--- src/dwpr_pkg.sv ---
// shared constants and types for the command-level memory model and its controller
package dwpr_pkg;
    localparam int BANKS      = 8;
    localparam int BA_W       = 3;
    localparam int ROW_W      = 4;
    localparam int COL_W      = 3;
    localparam int DQ_W       = 8;
    localparam int A10_POS    = 10;
    localparam int A12_POS    = 12;
    localparam int ADDR_W     = 14;
    localparam int CLK_MHZ    = 125;
    // times in nanoseconds, cycle counts derived (minimums round up)
    localparam int T_RP_NS    = 14;
    localparam int T_RFC_NS   = 160;
    localparam int T_WR_NS    = 15;
    localparam int T_REFI_NS  = 7800;
    localparam int T_RCD_NS   = 14;
    localparam int RP_CYC     = (T_RP_NS * CLK_MHZ + 999) / 1000;
    localparam int RFC_CYC    = (T_RFC_NS * CLK_MHZ + 999) / 1000;
    localparam int WR_CYC     = (T_WR_NS * CLK_MHZ + 999) / 1000;
    localparam int RCD_CYC    = (T_RCD_NS * CLK_MHZ + 999) / 1000;
    localparam int REFI_CYC   = (T_REFI_NS * CLK_MHZ) / 1000;
    localparam int VREF_CYC   = 512;
    localparam int MAX_POSTED = 8;
    localparam int MAX_BURST  = 16;
    localparam int CNT_W      = 12;
    localparam int BL8_BEATS  = 8;
    localparam int BC4_BEATS  = 4;

    // command encodings {rasN, casN, weN} with csN low
    typedef enum logic [2:0] {
        DWPR_CMD_MRS = 3'h0,
        DWPR_CMD_REF = 3'h1,
        DWPR_CMD_PRE = 3'h2,
        DWPR_CMD_ACT = 3'h3,
        DWPR_CMD_WR  = 3'h4,
        DWPR_CMD_ZQ  = 3'h6,
        DWPR_CMD_NOP = 3'h7
    } dwpr_cmd_t;
endpackage

--- src/dwpr_if.sv ---
// command and data pins joining the controller to the memory model
`timescale 1ns/100ps
interface dwpr_if;
    import dwpr_pkg::*;
    logic                cke;
    logic                csN;
    logic                rasN;
    logic                casN;
    logic                weN;
    logic [BA_W-1:0]     ba;
    logic [ADDR_W-1:0]   addr;
    logic [DQ_W-1:0]     dq;
    logic                dm;
    logic                dqValid;
    logic                vrefValid;
    logic                selfRefresh;

    modport ctrl (output cke, csN, rasN, casN, weN, ba, addr, dq, dm, dqValid, vrefValid,
                  input selfRefresh);
    modport mem  (input cke, csN, rasN, casN, weN, ba, addr, dq, dm, dqValid, vrefValid,
                  output selfRefresh);
endinterface

--- src/dwpr_fifo.sv ---
// parameterised valid/ready fifo for write data beats
`timescale 1ns/100ps
module dwpr_fifo #(
    parameter int WIDTH = 9,
    parameter int DEPTH = 16
) (
    input  wire logic             ref_clk,
    input  wire logic             rst,
    input  wire logic             inValid,
    output logic                  inReady,
    input  wire logic [WIDTH-1:0] inData,
    output logic                  outValid,
    input  wire logic             outReady,
    output logic      [WIDTH-1:0] outData
);
    localparam int PW = $clog2(DEPTH);
    typedef struct packed {
        logic [PW-1:0] wp;
        logic [PW-1:0] rp;
        logic [PW:0]   cnt;
    } dwpr_fifo_st_t;

    dwpr_fifo_st_t         s_reg;
    dwpr_fifo_st_t         s_next;
    logic [WIDTH-1:0]      mem [DEPTH];
    logic                  push;
    logic                  pop;

    // handshakes on both sides
    assign inReady  = (s_reg.cnt != (PW+1)'(DEPTH));
    assign outValid = (s_reg.cnt != '0);
    assign outData  = mem[s_reg.rp];
    assign push     = inValid && inReady;
    assign pop      = outValid && outReady;

    // pointer and fill count update
    always_comb begin
        s_next = s_reg;
        if (push) begin
            s_next.wp = s_reg.wp + 1'b1;
        end
        if (pop) begin
            s_next.rp = s_reg.rp + 1'b1;
        end
        s_next.cnt = s_reg.cnt + (PW+1)'(push) - (PW+1)'(pop);
    end

    // state register and storage write
    always_ff @(posedge ref_clk) begin
        if (rst) begin
            s_reg <= '0;
        end else begin
            s_reg <= s_next;
        end
        if (push) begin
            mem[s_reg.wp] <= inData;
        end
    end
endmodule

--- src/dwpr_ctrl.sv ---
// controller end: per-bank tracking, refresh scheduling and buffered write bursts
`timescale 1ns/100ps
module dwpr_ctrl #(
    parameter int REFI  = dwpr_pkg::REFI_CYC,
    parameter int DEPTH = 16
) (
    input  wire logic                       ref_clk,
    input  wire logic                       rst,
    dwpr_if.ctrl                            pins,
    input  wire logic                       reqValid,
    output logic                            reqReady,
    input  wire logic [dwpr_pkg::BA_W-1:0]  reqBank,
    input  wire logic [dwpr_pkg::ROW_W-1:0] reqRow,
    input  wire logic [dwpr_pkg::COL_W-1:0] reqCol,
    input  wire logic                       reqChop,
    input  wire logic                       reqAutoPre,
    input  wire logic                       datValid,
    output logic                            datReady,
    input  wire logic [dwpr_pkg::DQ_W-1:0]  datByte,
    input  wire logic                       datMask,
    input  wire logic                       srReq,
    output logic                            srActive
);
    import dwpr_pkg::*;
    typedef enum logic [2:0] {IDLE, PRE, ACT, WR, DATA, REF, WAITT, SR} dwpr_st_t;
    typedef struct packed {
        dwpr_st_t                    st;
        logic [BANKS-1:0]            open;
        logic [BANKS-1:0][ROW_W-1:0] row;
        logic [CNT_W-1:0]            wait_;
        logic [CNT_W-1:0]            refiCnt;
        logic [3:0]                  posted;
        logic [3:0]                  beats;
        logic [9:0]                  vrefCnt;
        logic                        cke, csN, rasN, casN, weN, dqValid, dm, ack, srAct;
        logic [BA_W-1:0]             ba;
        logic [ADDR_W-1:0]           addr;
        logic [DQ_W-1:0]             dq;
    } dwpr_ctrl_st_t;

    dwpr_ctrl_st_t         s_reg;
    dwpr_ctrl_st_t         s_next;
    logic                  fValid;
    logic                  fPop;
    logic [DQ_W:0]         fData;

    dwpr_fifo #(.WIDTH(DQ_W+1), .DEPTH(DEPTH)) u_fifo (
        .ref_clk  (ref_clk),
        .rst      (rst),
        .inValid  (datValid),
        .inReady  (datReady),
        .inData   ({datMask, datByte}),
        .outValid (fValid),
        .outReady (fPop),
        .outData  (fData)
    );
    assign fPop = (s_reg.st == DATA) && (s_reg.beats != '0);

    // drive one command with clock enable high
    function automatic dwpr_ctrl_st_t issue(input dwpr_ctrl_st_t s, input dwpr_cmd_t c);
        dwpr_ctrl_st_t t;
        t = s;
        t.cke = 1'b1;
        t.csN = 1'b0;
        {t.rasN, t.casN, t.weN} = c;
        return t;
    endfunction

    // scheduler
    always_comb begin
        s_next = s_reg;
        s_next.csN = 1'b1;
        s_next.dqValid = 1'b0;
        s_next.ack = 1'b0;
        if (s_reg.wait_ != '0) begin
            s_next.wait_ = s_reg.wait_ - 1'b1;
        end
        if (s_reg.vrefCnt != '0) begin
            s_next.vrefCnt = s_reg.vrefCnt - 1'b1;
        end
        if (s_reg.refiCnt == '0) begin
            s_next.refiCnt = CNT_W'(REFI);
            if (s_reg.posted != 4'(MAX_POSTED + 1)) begin
                s_next.posted = s_reg.posted + 1'b1;
            end
        end else begin
            s_next.refiCnt = s_reg.refiCnt - 1'b1;
        end
        case (s_reg.st)
            IDLE: begin
                if (s_reg.wait_ != '0) begin
                end else if (s_reg.posted >= 4'(MAX_POSTED) || (srReq && !s_reg.srAct)) begin
                    if (s_reg.open != '0) begin
                        s_next = issue(s_next, DWPR_CMD_PRE);
                        s_next.addr = ADDR_W'(1) << A10_POS;
                        s_next.open = '0;
                        s_next.wait_ = CNT_W'(RP_CYC);
                    end else begin
                        s_next.st = REF;
                    end
                end else if (reqValid && s_reg.vrefCnt == '0) begin
                    if (s_reg.open[reqBank] && s_reg.row[reqBank] != reqRow) begin
                        s_next = issue(s_next, DWPR_CMD_PRE);
                        s_next.ba = reqBank;
                        s_next.addr = '0;
                        s_next.open[reqBank] = 1'b0;
                        s_next.wait_ = CNT_W'(RP_CYC);
                    end else if (!s_reg.open[reqBank]) begin
                        s_next = issue(s_next, DWPR_CMD_ACT);
                        s_next.ba = reqBank;
                        s_next.addr = ADDR_W'(reqRow);
                        s_next.open[reqBank] = 1'b1;
                        s_next.row[reqBank] = reqRow;
                        s_next.wait_ = CNT_W'(RCD_CYC);
                    end else begin
                        s_next = issue(s_next, DWPR_CMD_WR);
                        s_next.ba = reqBank;
                        s_next.addr = ADDR_W'(reqCol) | (ADDR_W'(reqAutoPre) << A10_POS)
                                    | (ADDR_W'(!reqChop) << A12_POS);
                        s_next.beats = reqChop ? 4'(BC4_BEATS) : 4'(BL8_BEATS);
                        s_next.ack = 1'b1;
                        s_next.st = DATA;
                        if (reqAutoPre) begin
                            s_next.open[reqBank] = 1'b0;
                        end
                    end
                end
            end
            DATA: begin
                if (s_reg.beats == '0) begin
                    s_next.st = IDLE;
                    s_next.wait_ = CNT_W'(WR_CYC + RP_CYC);
                end else if (fValid) begin
                    s_next.dqValid = 1'b1;
                    s_next.dq = fData[DQ_W-1:0];
                    s_next.dm = fData[DQ_W];
                    s_next.beats = s_reg.beats - 1'b1;
                end
            end
            REF: begin
                s_next = issue(s_next, DWPR_CMD_REF);
                if (srReq) begin
                    s_next.cke = 1'b0;
                    s_next.srAct = 1'b1;
                    s_next.st = SR;
                end else begin
                    s_next.posted = (s_next.posted != '0) ? s_next.posted - 1'b1 : '0;
                    s_next.wait_ = CNT_W'(RFC_CYC);
                    s_next.st = WAITT;
                end
            end
            WAITT: begin
                if (s_reg.wait_ == '0) begin
                    s_next.st = IDLE;
                end
            end
            SR: begin
                s_next.cke = 1'b0;
                s_next.posted = s_reg.posted;
                s_next.refiCnt = CNT_W'(REFI);
                if (!srReq) begin
                    s_next.cke = 1'b1;
                    s_next.srAct = 1'b0;
                    s_next.vrefCnt = 10'(VREF_CYC);
                    s_next.wait_ = CNT_W'(RFC_CYC);
                    s_next.st = WAITT;
                end
            end
            default: begin
                s_next.st = IDLE;
            end
        endcase
    end

    // state register
    always_ff @(posedge ref_clk) begin
        if (rst) begin
            s_reg <= '{st: IDLE, cke: 1'b1, csN: 1'b1, rasN: 1'b1, casN: 1'b1,
                       weN: 1'b1, refiCnt: CNT_W'(REFI), default: '0};
        end else begin
            s_reg <= s_next;
        end
    end

    assign pins.cke       = s_reg.cke;
    assign pins.csN       = s_reg.csN;
    assign pins.rasN      = s_reg.rasN;
    assign pins.casN      = s_reg.casN;
    assign pins.weN       = s_reg.weN;
    assign pins.ba        = s_reg.ba;
    assign pins.addr      = s_reg.addr;
    assign pins.dq        = s_reg.dq;
    assign pins.dm        = s_reg.dm;
    assign pins.dqValid   = s_reg.dqValid;
    assign pins.vrefValid = !s_reg.srAct;
    assign reqReady       = s_reg.ack;
    assign srActive       = s_reg.srAct;
endmodule

--- src/flat_wrapper.sv ---
// flat-port wrapper written by rule: the top's interface ports become plain ports
module dwpr_ctrl_flat import dwpr_pkg::*;
#(
    parameter int REFI  = dwpr_pkg::REFI_CYC,
    parameter int DEPTH = 16
)
  (ref_clk, rst, reqValid, reqReady, reqBank, reqRow, reqCol, reqChop, reqAutoPre, datValid, datReady, datByte, datMask, srReq, srActive, pins_cke, pins_csN, pins_rasN, pins_casN, pins_weN, pins_ba, pins_addr, pins_dq, pins_dm, pins_dqValid, pins_vrefValid, pins_selfRefresh);
  dwpr_if pins_i ();
  input  wire logic ref_clk;
  input  wire logic rst;
  input  wire logic reqValid;
  output logic reqReady;
  input  wire logic [dwpr_pkg::BA_W-1:0] reqBank;
  input  wire logic [dwpr_pkg::ROW_W-1:0] reqRow;
  input  wire logic [dwpr_pkg::COL_W-1:0] reqCol;
  input  wire logic reqChop;
  input  wire logic reqAutoPre;
  input  wire logic datValid;
  output logic datReady;
  input  wire logic [dwpr_pkg::DQ_W-1:0] datByte;
  input  wire logic datMask;
  input  wire logic srReq;
  output logic srActive;
  output wire logic [$bits(pins_i.cke)-1:0] pins_cke;
  output wire logic [$bits(pins_i.csN)-1:0] pins_csN;
  output wire logic [$bits(pins_i.rasN)-1:0] pins_rasN;
  output wire logic [$bits(pins_i.casN)-1:0] pins_casN;
  output wire logic [$bits(pins_i.weN)-1:0] pins_weN;
  output wire logic [$bits(pins_i.ba)-1:0] pins_ba;
  output wire logic [$bits(pins_i.addr)-1:0] pins_addr;
  output wire logic [$bits(pins_i.dq)-1:0] pins_dq;
  output wire logic [$bits(pins_i.dm)-1:0] pins_dm;
  output wire logic [$bits(pins_i.dqValid)-1:0] pins_dqValid;
  output wire logic [$bits(pins_i.vrefValid)-1:0] pins_vrefValid;
  input wire logic [$bits(pins_i.selfRefresh)-1:0] pins_selfRefresh;
  assign pins_cke = pins_i.cke;
  assign pins_csN = pins_i.csN;
  assign pins_rasN = pins_i.rasN;
  assign pins_casN = pins_i.casN;
  assign pins_weN = pins_i.weN;
  assign pins_ba = pins_i.ba;
  assign pins_addr = pins_i.addr;
  assign pins_dq = pins_i.dq;
  assign pins_dm = pins_i.dm;
  assign pins_dqValid = pins_i.dqValid;
  assign pins_vrefValid = pins_i.vrefValid;
  assign pins_i.selfRefresh = pins_selfRefresh;
  dwpr_ctrl #(.REFI(REFI), .DEPTH(DEPTH)) u_core (.ref_clk(ref_clk), .rst(rst), .pins(pins_i), .reqValid(reqValid), .reqReady(reqReady), .reqBank(reqBank), .reqRow(reqRow), .reqCol(reqCol), .reqChop(reqChop), .reqAutoPre(reqAutoPre), .datValid(datValid), .datReady(datReady), .datByte(datByte), .datMask(datMask), .srReq(srReq), .srActive(srActive));
endmodule
--- config.mk ---
export PLATFORM = sky130hd
export DESIGN_NAME = dwpr_ctrl_flat
export DESIGN_NICKNAME = d
export VERILOG_FILES = /design/src/dwpr_pkg.sv /design/src/dwpr_if.sv /design/src/dwpr_fifo.sv /design/src/dwpr_ctrl.sv /design/src/flat_wrapper.sv
export SDC_FILE = /design/constraint.sdc
export NUM_CORES = 1
export LEC_CHECK = 0
export BUFFER_PORTS_ARGS = -buffer_cell sky130_fd_sc_hd__buf_4
export CORE_MARGIN = 5
export CORE_UTILIZATION = 40
export DETAILED_ROUTE_END_ITERATION = 16
export PLACE_DENSITY = 0.56
export REMOVE_ABC_BUFFERS = 1
export SLEW_MARGIN = 20
export SYNTH_ARGS = -nofsm -noshare
export SYNTH_HDL_FRONTEND = slang
export SYNTH_SLANG_ARGS = --single-unit
--- constraint.sdc ---
create_clock -name ref_clk -period 3.9 [get_ports ref_clk]
set_input_delay 0.39 -clock ref_clk [delete_from_list [all_inputs] [get_ports ref_clk]]
set_output_delay 0.39 -clock ref_clk [all_outputs]
set_load 0.05 [all_outputs]
==> results of run 1 <==
logic make-up (layout without fill, tap and decap cells):
logic type	after synthesis	in the layout	share of synthesized area [%]
buffers and inverters	104	148	4.28
multiplexers	80	80	12.5
flip-flops	272	272	58.8
adder cells (fa/ha/maj)	20	20	2.20
XOR/XNOR	38	38	2.84
other	1	8	0.0320
AO/OA/AOI/OAI	131	131	7.09
AND/OR/NAND/NOR	312	312	12.2
power by group:
group          internal [mW]  switching (mW)
clock                   1.57            1.06
combinational          0.391           0.597
sequential              3.18           0.109
total                   5.14            1.77
layout make-up:
| type | instances | area [um^2] |
|---|---|---|
| fill | 2612 | 15500 |
| sequential | 272 | 6890 |
| multi-input combinational | 589 | 4350 |
| clock buffer | 42 | 815 |
| timing repair buffer | 67 | 515 |
| tap | 384 | 480 |
| inverter | 29 | 109 |
| clock inverter | 10 | 98.8 |
synthesized netlist by cell type, types with 23 or more instances:
| cell | number | area share [%] |
|---|---|---|
| a21oi_1 | 62 | 2.7 |
| buf_4 | 26 | 1.7 |
| clkbuf_1 | 33 | 1.1 |
| dfxtp_1 | 128 | 22 |
| edfxtp_1 | 144 | 37 |
| inv_1 | 29 | 0.93 |
| mux2i_1 | 23 | 2.0 |
| mux4_2 | 53 | 10 |
| nand2_1 | 87 | 2.8 |
| nand3_1 | 34 | 1.5 |
| nor2_1 | 104 | 3.3 |
| nor3_1 | 31 | 1.3 |
cells in the final DEF, fill, tap and decap left out, types with 3 or more instances in the layout:
master,count
edfxtp_1,144
dfxtp_1,127
nor2_1,104
nand2_1,87
buf_4,66
a21oi_1,62
mux4_2,53
nand3_1,34
nor3_1,30
inv_1,29
clkbuf_16,29
mux2i_1,23
xor2_1,21
ha_1,19
xnor2_1,17
o21ai_0,14
clkbuf_1,9
conb_1,8
nand2b_1,7
nor2b_1,7
nor4_1,7
or3_1,7
nand4_1,6
a22oi_1,6
o211ai_1,6
o21ai_1,5
and2_1,5
and3_1,5
o31ai_1,5
a21o_1,4
mux2_2,4
clkinv_1,4
clkbuf_8,4
a211oi_1,3
a31oi_1,3
o2bb2ai_1,3
clkinv_2,3
path summary, 6_finish.rpt:
check	start	to	slack, ns	cells after the start
setup reg to reg	u_core.s_reg[117]	u_core.u_fifo.s_reg[4]	0.84	16
hold / removal	reqCol[2]	u_core.pins.addr[2]	0.06	2
setup / recovery	u_core.s_reg[117]	u_core.u_fifo.s_reg[4]	0.84	16
hold reg to reg	u_core.s_reg[52]	u_core.s_reg[52]	0.40	1
through the flow:
stage | setup TNS [ns] | util (%) | setup WS (ns) | area [um^2] | total power, mW
2_1_floorplan | -1.86 | - | -0.157 | 11300 | 4.06
3_3_place_gp | 0 | 42.9 | 0.802 | 12300 | 4.32
3_5_place_dp | 0 | 42.9 | 0.820 | 12300 | 4.34
4_1_cts | 0 | 46.1 | 0.797 | 13300 | 7.01
5_1_grt | 0 | 46.1 | 0.585 | 13300 | 7.25
6_report | 0 | 46.1 | 0.842 | 13300 | 6.91
metal layers:
layer | vias up | share of wire [%]
met5 | - | 0
met4 | 0 | 2.0
met3 | 36 | 3.4
met2 | 107 | 49
met1 | 3484 | 46
li1 | 3532 | -
==> flow_metrics.py, run 1 <==
metrics = {
    "worst_setup_path": {
        "critPathMaxStageDelay_ns": 0.42,
        "cp_top_family": "simple AND/OR/NAND/NOR gates",
        "worst_ep_required_time_ns": 4.31,
        "worst-path-buf-inv": 5,
        "crit_path_end_kind": "flip-flop",
        "crit_slowest_cell": "fa_1",
        "cp_max_fo": 14,
        "path_common_cell": "inv_1",
        "crit_type": "reg -> reg",
        "path_cells": "nor2_1, nand2_1, nor2_1, o21ai_1, inv_1, buf_4, ha_1, inv_1, ha_1, inv_1, fa_1, inv_1, a21oi_1, nor2_1, or3_1, a21oi_1",
        "crit_arrival_ns": 3.46,
        "critPathLaunchType": "flip-flop",
    },
    "floorplanning": {
        "die_w_um": 181,
        "die_h_um": 181,
        "core_area_um2": 28800,
        "placementRows": 62,
        "die_area_um2": 32800,
        "io_pins": 63,
        "start_util_pct": 40.7,
    },
    "finish": {
        "drive_above_1_share_pct": 17.1,
        "largest_reg_flops": 144,
        "diodes": 0,
        "syn_to_final_growth_pct": 13.2,
        "nets": 1035,
        "stdcell_count": 1393,
    },
    "synth": {
        "synth.avg_cell_area_um2": 12.2,
        "yosysUniqueCellTypes": 63,
        "synth-seq-cells": 272,
        "ys_seq_area_share_pct": 58.8,
        "yosysWarnings": 0,
        "synth-async-reset-ratio_pct": 0,
        "netlist_instances": 958,
        "ys.flop_type": "edfxtp_1",
        "synth-edff-count": 144,
        "syn_area_um2": 11700,
    },
    "place": {
        "portBuffers": 53,
        "routabilityCongestion": 0.754,
        "place_inst": 1341,
        "dp_hpwl_um": 16200,
    },
    "clock_network": {
        "cts_max_path_buffers": 3,
        "cts_tree": "done",
        "post_cts_buffers": 0,
        "cts_resized": 0,
        "cts_hold_buffers": 0,
        "h-tree-depth": 1,
        "clkLatencyLatePin_ns": 0.54,
        "cts_buffers": 29,
        "clkTransAtPathRegs_ns": 0.06,
        "clock-sinks": 272,
        "cts_root_buf": "clkbuf_16",
    },
    "global_routing": {
        "grt.total_usage_pct": 14.2,
        "grt_max_degree": 60,
        "grt_use_met2_pct": 24.1,
        "gr-total-overflow": 0,
        "grt_pass1_wl_um": 38500,
        "grt_pass1_vias": 7049,
        "antenna_found_initial": 0,
        "grt-busiest-layer": "met2",
        "grtUsageMet1_pct": 19.4,
        "grtUsageMet3_pct": 2.25,
    },
    "sta": {
        "final_max_slew_viol_count": 0,
        "period_needed_ns": 3.06,
        "fmax_mhz": 327,
        "setup_viol": 0,
        "hold_violations": 0,
        "maxSlewHeadroom_pct": 40.6,
        "holdWs_ns": 0.0584,
        "worst_slew_pin_slew_ns": 0.888,
        "rsz0062_at_grt": "no",
        "fin_crit_sh_pct": 78.4,
        "skew_ns": 0.0104,
    },
    "power": {
        "p_leak_nw": 4.57,
        "ir_worst_vdd_v": 0.000387,
        "power.density_nw_per_um2": 521,
    },
    "run_status": {
        "status": "complete, no violations",
    },
    "route": {
        "viasPerCell": 5.14,
        "dr.pass1.iters": 4,
        "drc": 0,
        "routed_wl_um": 23900,
        "final_antenna_net_count": 0,
        "wire_per_inst_um": 17.2,
        "drtIter0Drc": 315,
        "via_count": 7159,
    },
    "worst_hold_path": {
        "hold_class": "in -> reg",
    },
    "flow_run": {
        "maxCapViolCount": 0,
    },
}
(Power assumes the default switching activity.)
==> run 2: changes to the inputs <==
clock period = 3.1 ns   (was 3.9 ns; I/O delays follow)
==> flow_metrics.py, run 2 (synthesis gave the netlist of run 1 again) <==
metrics = {
    "sta": {
        "maxSlewHeadroom_pct": 45.1,
        "skew_ns": 0.00882,
        "final_max_slew_viol_count": 0,
        "period_needed_ns": 2.64,
        "rsz0062_at_grt": "no",
        "fmax_mhz": 379,
        "setup_ws_ns": 0.462,
        "worst_slew_pin_slew_ns": 0.817,
        "hold_violations": 0,
        "setup_viol": 0,
        "holdWs_ns": 0.0531,
        "fin_crit_sh_pct": 85.1,
    },
    "worst_setup_path": {
        "r2r-start": "u_core.s_reg[44]",
        "r2r_end": "u_core.u_fifo.s_reg[4]",
        "worst_ep_required_time_ns": 3.52,
        "crit_type": "reg -> reg",
        "startpoint": "u_core.s_reg[44]",
        "crit_path_end_kind": "flip-flop",
        "critPathLaunchType": "flip-flop",
        "crit_arrival_ns": 3.06,
        "r2r_cells": 17,
        "reg2reg_slack_ns": 0.46,
        "cp_max_fo": 3,
    },
    "place": {
        "portBuffers": 53,
        "placed_cell_area_um2": 12600,
        "place_inst": 1369,
        "routabilityCongestion": 0.760,
        "dp_hpwl_um": 16500,
        "dp_slack_ns": 0.262,
    },
    "clock_network": {
        "clkLatencyLatePin_ns": 0.54,
        "cts_resized": 0,
        "cts_max_path_buffers": 3,
        "clkTransAtPathRegs_ns": 0.06,
        "cts_tree": "done",
        "post_cts_buffers": 0,
        "h-tree-depth": 1,
        "cts_buffers": 30,
        "cts_hold_buffers": 3,
        "cts_root_buf": "clkbuf_16",
        "clock-sinks": 272,
    },
    "flow_run": {
        "maxCapViolCount": 0,
    },
    "worst_hold_path": {
        "min_from": "reqAutoPre",
        "min_to": "u_core.pins.addr[10]",
        "hold_class": "in -> reg",
        "min_path_cells": 3,
    },
    "finish": {
        "multi_input_area_um2": 4350,
        "layout_commonest_cell": "edfxtp_1",
        "diodes": 0,
        "nets": 1067,
        "drive_above_1_share_pct": 19.2,
        "nFillCells": 2606,
        "final_cell_mix": "144 x edfxtp_1, 127 x dfxtp_1, 104 x nor2_1",
        "largest_reg_flops": 144,
        "stdcell_count": 1424,
        "syn_to_final_growth_pct": 14.8,
        "regArea_um2": 6890,
        "fin_area_um2": 13400,
    },
    "route": {
        "routed_wl_um": 23700,
        "dr.pass1.iters": 5,
        "final_antenna_net_count": 0,
        "via_count": 7292,
        "drc": 0,
        "viasPerCell": 5.12,
        "drtIter0Drc": 341,
        "wire_per_inst_um": 16.7,
    },
    "global_routing": {
        "grt.total_usage_pct": 14.4,
        "grtUsageMet1_pct": 19.2,
        "grt_use_met2_pct": 24.9,
        "grt_pass1_wl_um": 39200,
        "antenna_found_initial": 0,
        "gr-total-overflow": 0,
        "grt_pass1_vias": 7336,
        "grt-busiest-layer": "met2",
        "grt_max_degree": 37,
        "grtUsageMet3_pct": 2.21,
    },
    "floorplanning": {
        "die_h_um": 181,
        "placementRows": 62,
        "die_w_um": 181,
        "die_area_um2": 32800,
        "io_pins": 63,
        "start_util_pct": 40.7,
        "core_area_um2": 28800,
    },
    "power": {
        "ir_worst_vdd_v": 0.000428,
        "power_mw": 8.55,
        "p_leak_nw": 4.70,
        "power.density_nw_per_um2": 636,
    },
    "run_status": {
        "status": "complete, no violations",
    },
}
-- run 2: through the flow --
| step | setup TNS (ns) | util, % |
|---|---|---|
| after floorplan | -27.88 | - |
| after global routing | 0 | 46.7 |
| after global placement | 0 | 43.6 |
| final | 0 | 46.7 |
| after CTS | 0 | 46.7 |
| after detailed placement | 0 | 43.6 |
-- run 2: critical path, cell delays in order, from the launching register on --
cell and delay [ns]:
dfxtp_1 0.38, inv_1 0.06, ha_1 0.21, nand2b_1 0.10, nor2_1 0.04, nor2_1 0.18
o21ai_1 0.12, inv_1 0.10, ha_1 0.22, inv_1 0.05, ha_1 0.15, inv_1 0.06
fa_1 0.42, inv_1 0.07, a21oi_1 0.06, nor2_1 0.11, or3_1 0.12, a21oi_1 0.05
-- run 2: how the worst max path moves through the flow --
stage                             endpoint  slack [ns]  cells after the start
floorplan                u_core.s_reg[104]       -0.96                      7
global placement          u_core.s_reg[46]        0.28                      8
detailed placement       u_core.s_reg[104]        0.26                      9
CTS                 u_core.u_fifo.s_reg[4]        0.46                     17
global route             u_core.s_reg[104]        0.21                     10
finish              u_core.u_fifo.s_reg[4]        0.46                     17
-- run 2: layer usage --
layer	wire length (um)	share of wire, %
met1	10700	45
met2	11800	50
met3	764	3.2
met4	458	1.9
met5	0	0
-- run 2: layout make-up --
type,instances,share of cell area [%]
Sequential cell,272,51.3
Multi-Input combinational cell,589,32.4
Clock buffer,41,5.89
Timing Repair Buffer,98,5.62
Tap cell,384,3.58
Inverter,29,0.810
Clock inverter,11,0.484
-- run 2: power by group --
part / internal, mW / switching, mW / leakage [nW] / total [mW]
clock: 1.77 / 1.35 / 0.418 / 3.12
combinational: 0.537 / 0.753 / 1.95 / 1.29
sequential: 4.00 / 0.140 / 2.34 / 4.14
total: 6.31 / 2.24 / 4.70 / 8.55
==> run 3: changes to the inputs <==
ABC_AREA = 1   (was default)
==> flow_metrics.py, run 3 <==
metrics = {
    "clock_network": {
        "cts_resized": 0,
        "cts_hold_buffers": 1,
        "post_cts_buffers": 0,
        "clkLatencyLatePin_ns": 0.56,
        "clkTransAtPathRegs_ns": 0.06,
        "cts_max_path_buffers": 3,
        "h-tree-depth": 1,
        "cts_buffers": 29,
        "clock-sinks": 272,
        "cts_root_buf": "clkbuf_16",
        "cts_tree": "done",
    },
    "finish": {
        "final_cell_mix": "174 x nor2_1, 166 x nand2_1, 144 x edfxtp_1",
        "diodes": 0,
        "syn_to_final_growth_pct": 14.2,
        "layout_commonest_cell": "nor2_1",
        "largest_reg_flops": 144,
        "drive_above_1_share_pct": 11.9,
        "nets": 1384,
        "fin_area_um2": 14000,
    },
    "floorplanning": {
        "die_w_um": 185,
        "die_h_um": 185,
        "die_area_um2": 34200,
        "placementRows": 64,
        "start_util_pct": 40.3,
        "core_area_um2": 30400,
        "io_pins": 63,
    },
    "synth": {
        "synth_top_area_cell": "edfxtp_1",
        "ys_top_cells_by_area": "edfxtp_1 35%, dfxtp_1 21%, nor2_1 5.4%",
        "yosys.cell_count.top_type": "nor2_1",
        "synth-async-reset-ratio_pct": 0,
        "netlist_instances": 1293,
        "yosysUniqueCellTypes": 52,
        "synth_top_area_share_pct": 35.3,
        "syn_area_um2": 12300,
        "ys.flop_type": "edfxtp_1",
        "synth-seq-cells": 272,
        "synth.avg_cell_area_um2": 9.47,
        "ys_seq_area_share_pct": 56.2,
        "yosysWarnings": 0,
        "synth-edff-count": 144,
        "synth.top_cells.by_count": "175 x nor2_1, 166 x nand2_1, 144 x edfxtp_1",
    },
    "sta": {
        "setup_ws_ns": 0.454,
        "rsz0062_at_grt": "no",
        "fmax_mhz": 378,
        "skew_ns": 0.0157,
        "maxSlewHeadroom_pct": 37.0,
        "setup_viol": 0,
        "final_max_slew_viol_count": 0,
        "worst_slew_pin_slew_ns": 0.944,
        "fin_crit_sh_pct": 85.4,
        "hold_violations": 0,
        "period_needed_ns": 2.65,
        "fin_setup_tns_ns": 0,
    },
    "worst_setup_path": {
        "path_common_cell": "inv_1",
        "cp_max_fo": 5,
        "worst-path-buf-inv": 3,
        "reg2reg_slack_ns": 0.45,
        "startpoint": "u_core.s_reg[117]",
        "worst_ep_required_time_ns": 3.53,
        "r2r-start": "u_core.s_reg[117]",
        "crit_path_end_kind": "flip-flop",
        "endpoint": "u_core.u_fifo.s_reg[4]",
        "r2r_end": "u_core.u_fifo.s_reg[4]",
        "cp.depth": 14,
        "critPathLaunchType": "flip-flop",
        "r2r_cells": 14,
        "crit_arrival_ns": 3.08,
        "crit_slowest_cell": "fa_1",
        "path_cells": "inv_1, nand2_1, nor2_1, nand2_1, nor2_2, ha_1, inv_1, ha_1, inv_1, fa_1, nor3_1, a211oi_1, o21ai_0, a21oi_1",
        "cp_top_family": "simple AND/OR/NAND/NOR gates",
        "crit_type": "reg -> reg",
        "critPathMaxStageDelay_ns": 0.42,
    },
    "route": {
        "via_count": 8942,
        "drc": 0,
        "wl_met3_um": 1200,
        "final_antenna_net_count": 0,
        "routed_wl_um": 27400,
        "wire_per_inst_um": 15.6,
        "wl_met2_um": 13000,
        "drtIter0Drc": 526,
        "dr.pass1.iters": 5,
        "wl_met1_um": 12800,
        "viasPerCell": 5.09,
        "topRoutingLayerUsed": "met4",
    },
    "global_routing": {
        "grt_max_degree": 73,
        "gr-total-overflow": 0,
        "grt_pass1_vias": 8564,
        "grt_pass1_wl_um": 44500,
        "antenna_found_initial": 0,
        "grt.total_usage_pct": 16.1,
    },
    "power": {
        "power_mw": 9.95,
        "power.density_nw_per_um2": 711,
        "ir_worst_vdd_v": 0.000467,
        "p_leak_nw": 5.24,
    },
    "place": {
        "portBuffers": 53,
        "routabilityCongestion": 0.812,
        "dp_hpwl_um": 18200,
        "dp_slack_ns": 0.432,
        "placed_cell_area_um2": 12900,
    },
    "worst_hold_path": {
        "hold_class": "in -> reg",
    },
    "run_status": {
        "status": "complete, no violations",
    },
    "flow_run": {
        "maxCapViolCount": 0,
    },
}
## run 3: metal layers
layer | GRT usage (%) | vias up
li1 | - | 4536
met2 | 27.3 | 164
met5 | 0 | -
met1 | 21.7 | 4211
met4 | 3.82 | 0
met3 | 2.53 | 31
## run 3: cell families after synthesis
group	after synthesis	synth area share, %
muxes	26	2.12
other	1	0.0306
adders and majority gates	20	2.10
xor gates and xnor gates	19	1.36
AOI/OAI and AO/OA	292	13.8
buffers and inverters	198	7.23
DFF	272	56.2
and+or+nand+nor	465	17.1
## run 3: power by group
group / switching (mW) / total, mW / internal, mW / leakage [nW]
Combinational: 1.35 / 2.05 / 0.695 / 2.40
Clock: 1.45 / 3.68 / 2.23 / 0.505
Sequential: 0.174 / 4.23 / 4.05 / 2.34
Total: 2.97 / 9.95 / 6.98 / 5.24
## run 3: worst reg2reg max path, cell delays in order, from the launching register on
cell	delay, ns
dfxtp_1	0.34
inv_1	0.10
nand2_1	0.07
nor2_1	0.27
nand2_1	0.22
nor2_2	0.15
ha_1	0.24
inv_1	0.06
ha_1	0.15
inv_1	0.06
fa_1	0.42
nor3_1	0.19
a211oi_1	0.08
o21ai_0	0.15
a21oi_1	0.05
## run 3: stage by stage
step / hold slack (ns) / util [%] / cells
after floorplan: 0.366 / - / 1229
after global placement: 0.375 / 42.5 / 1701
after detailed placement: 0.377 / 42.5 / 1701
after CTS: 0.00302 / 46.0 / 1756
after global routing: 0.00306 / 46.0 / 1756
final: 0.0301 / 46.0 / 1756
## run 3: layout make-up
| class | count | area, um^2 |
|---|---|---|
| fillers | 2911 | 16400 |
| repair buffers | 77 | 581 |
| flip-flops and latches | 272 | 6890 |
| well taps | 396 | 495 |
| clock buffers | 33 | 781 |
| multi-input cells | 830 | 4510 |
| inverters | 127 | 479 |
| clock inverters | 21 | 255 |
## run 3: worst min-delay path by stage
stage,from,endpoint,slack (ns),cells after the start
2_1_floorplan,u_core.s_reg[52],u_core.s_reg[52],0.37,1
3_3_place_gp,u_core.s_reg[52],u_core.s_reg[52],0.38,1
3_5_place_dp,u_core.s_reg[52],u_core.s_reg[52],0.38,1
4_1_cts,reqRow[3],u_core.pins.addr[3],0.003,3
5_1_grt,reqCol[1],u_core.pins.addr[1],0.003,3
6_report,reqAutoPre,u_core.pins.addr[10],0.03,3
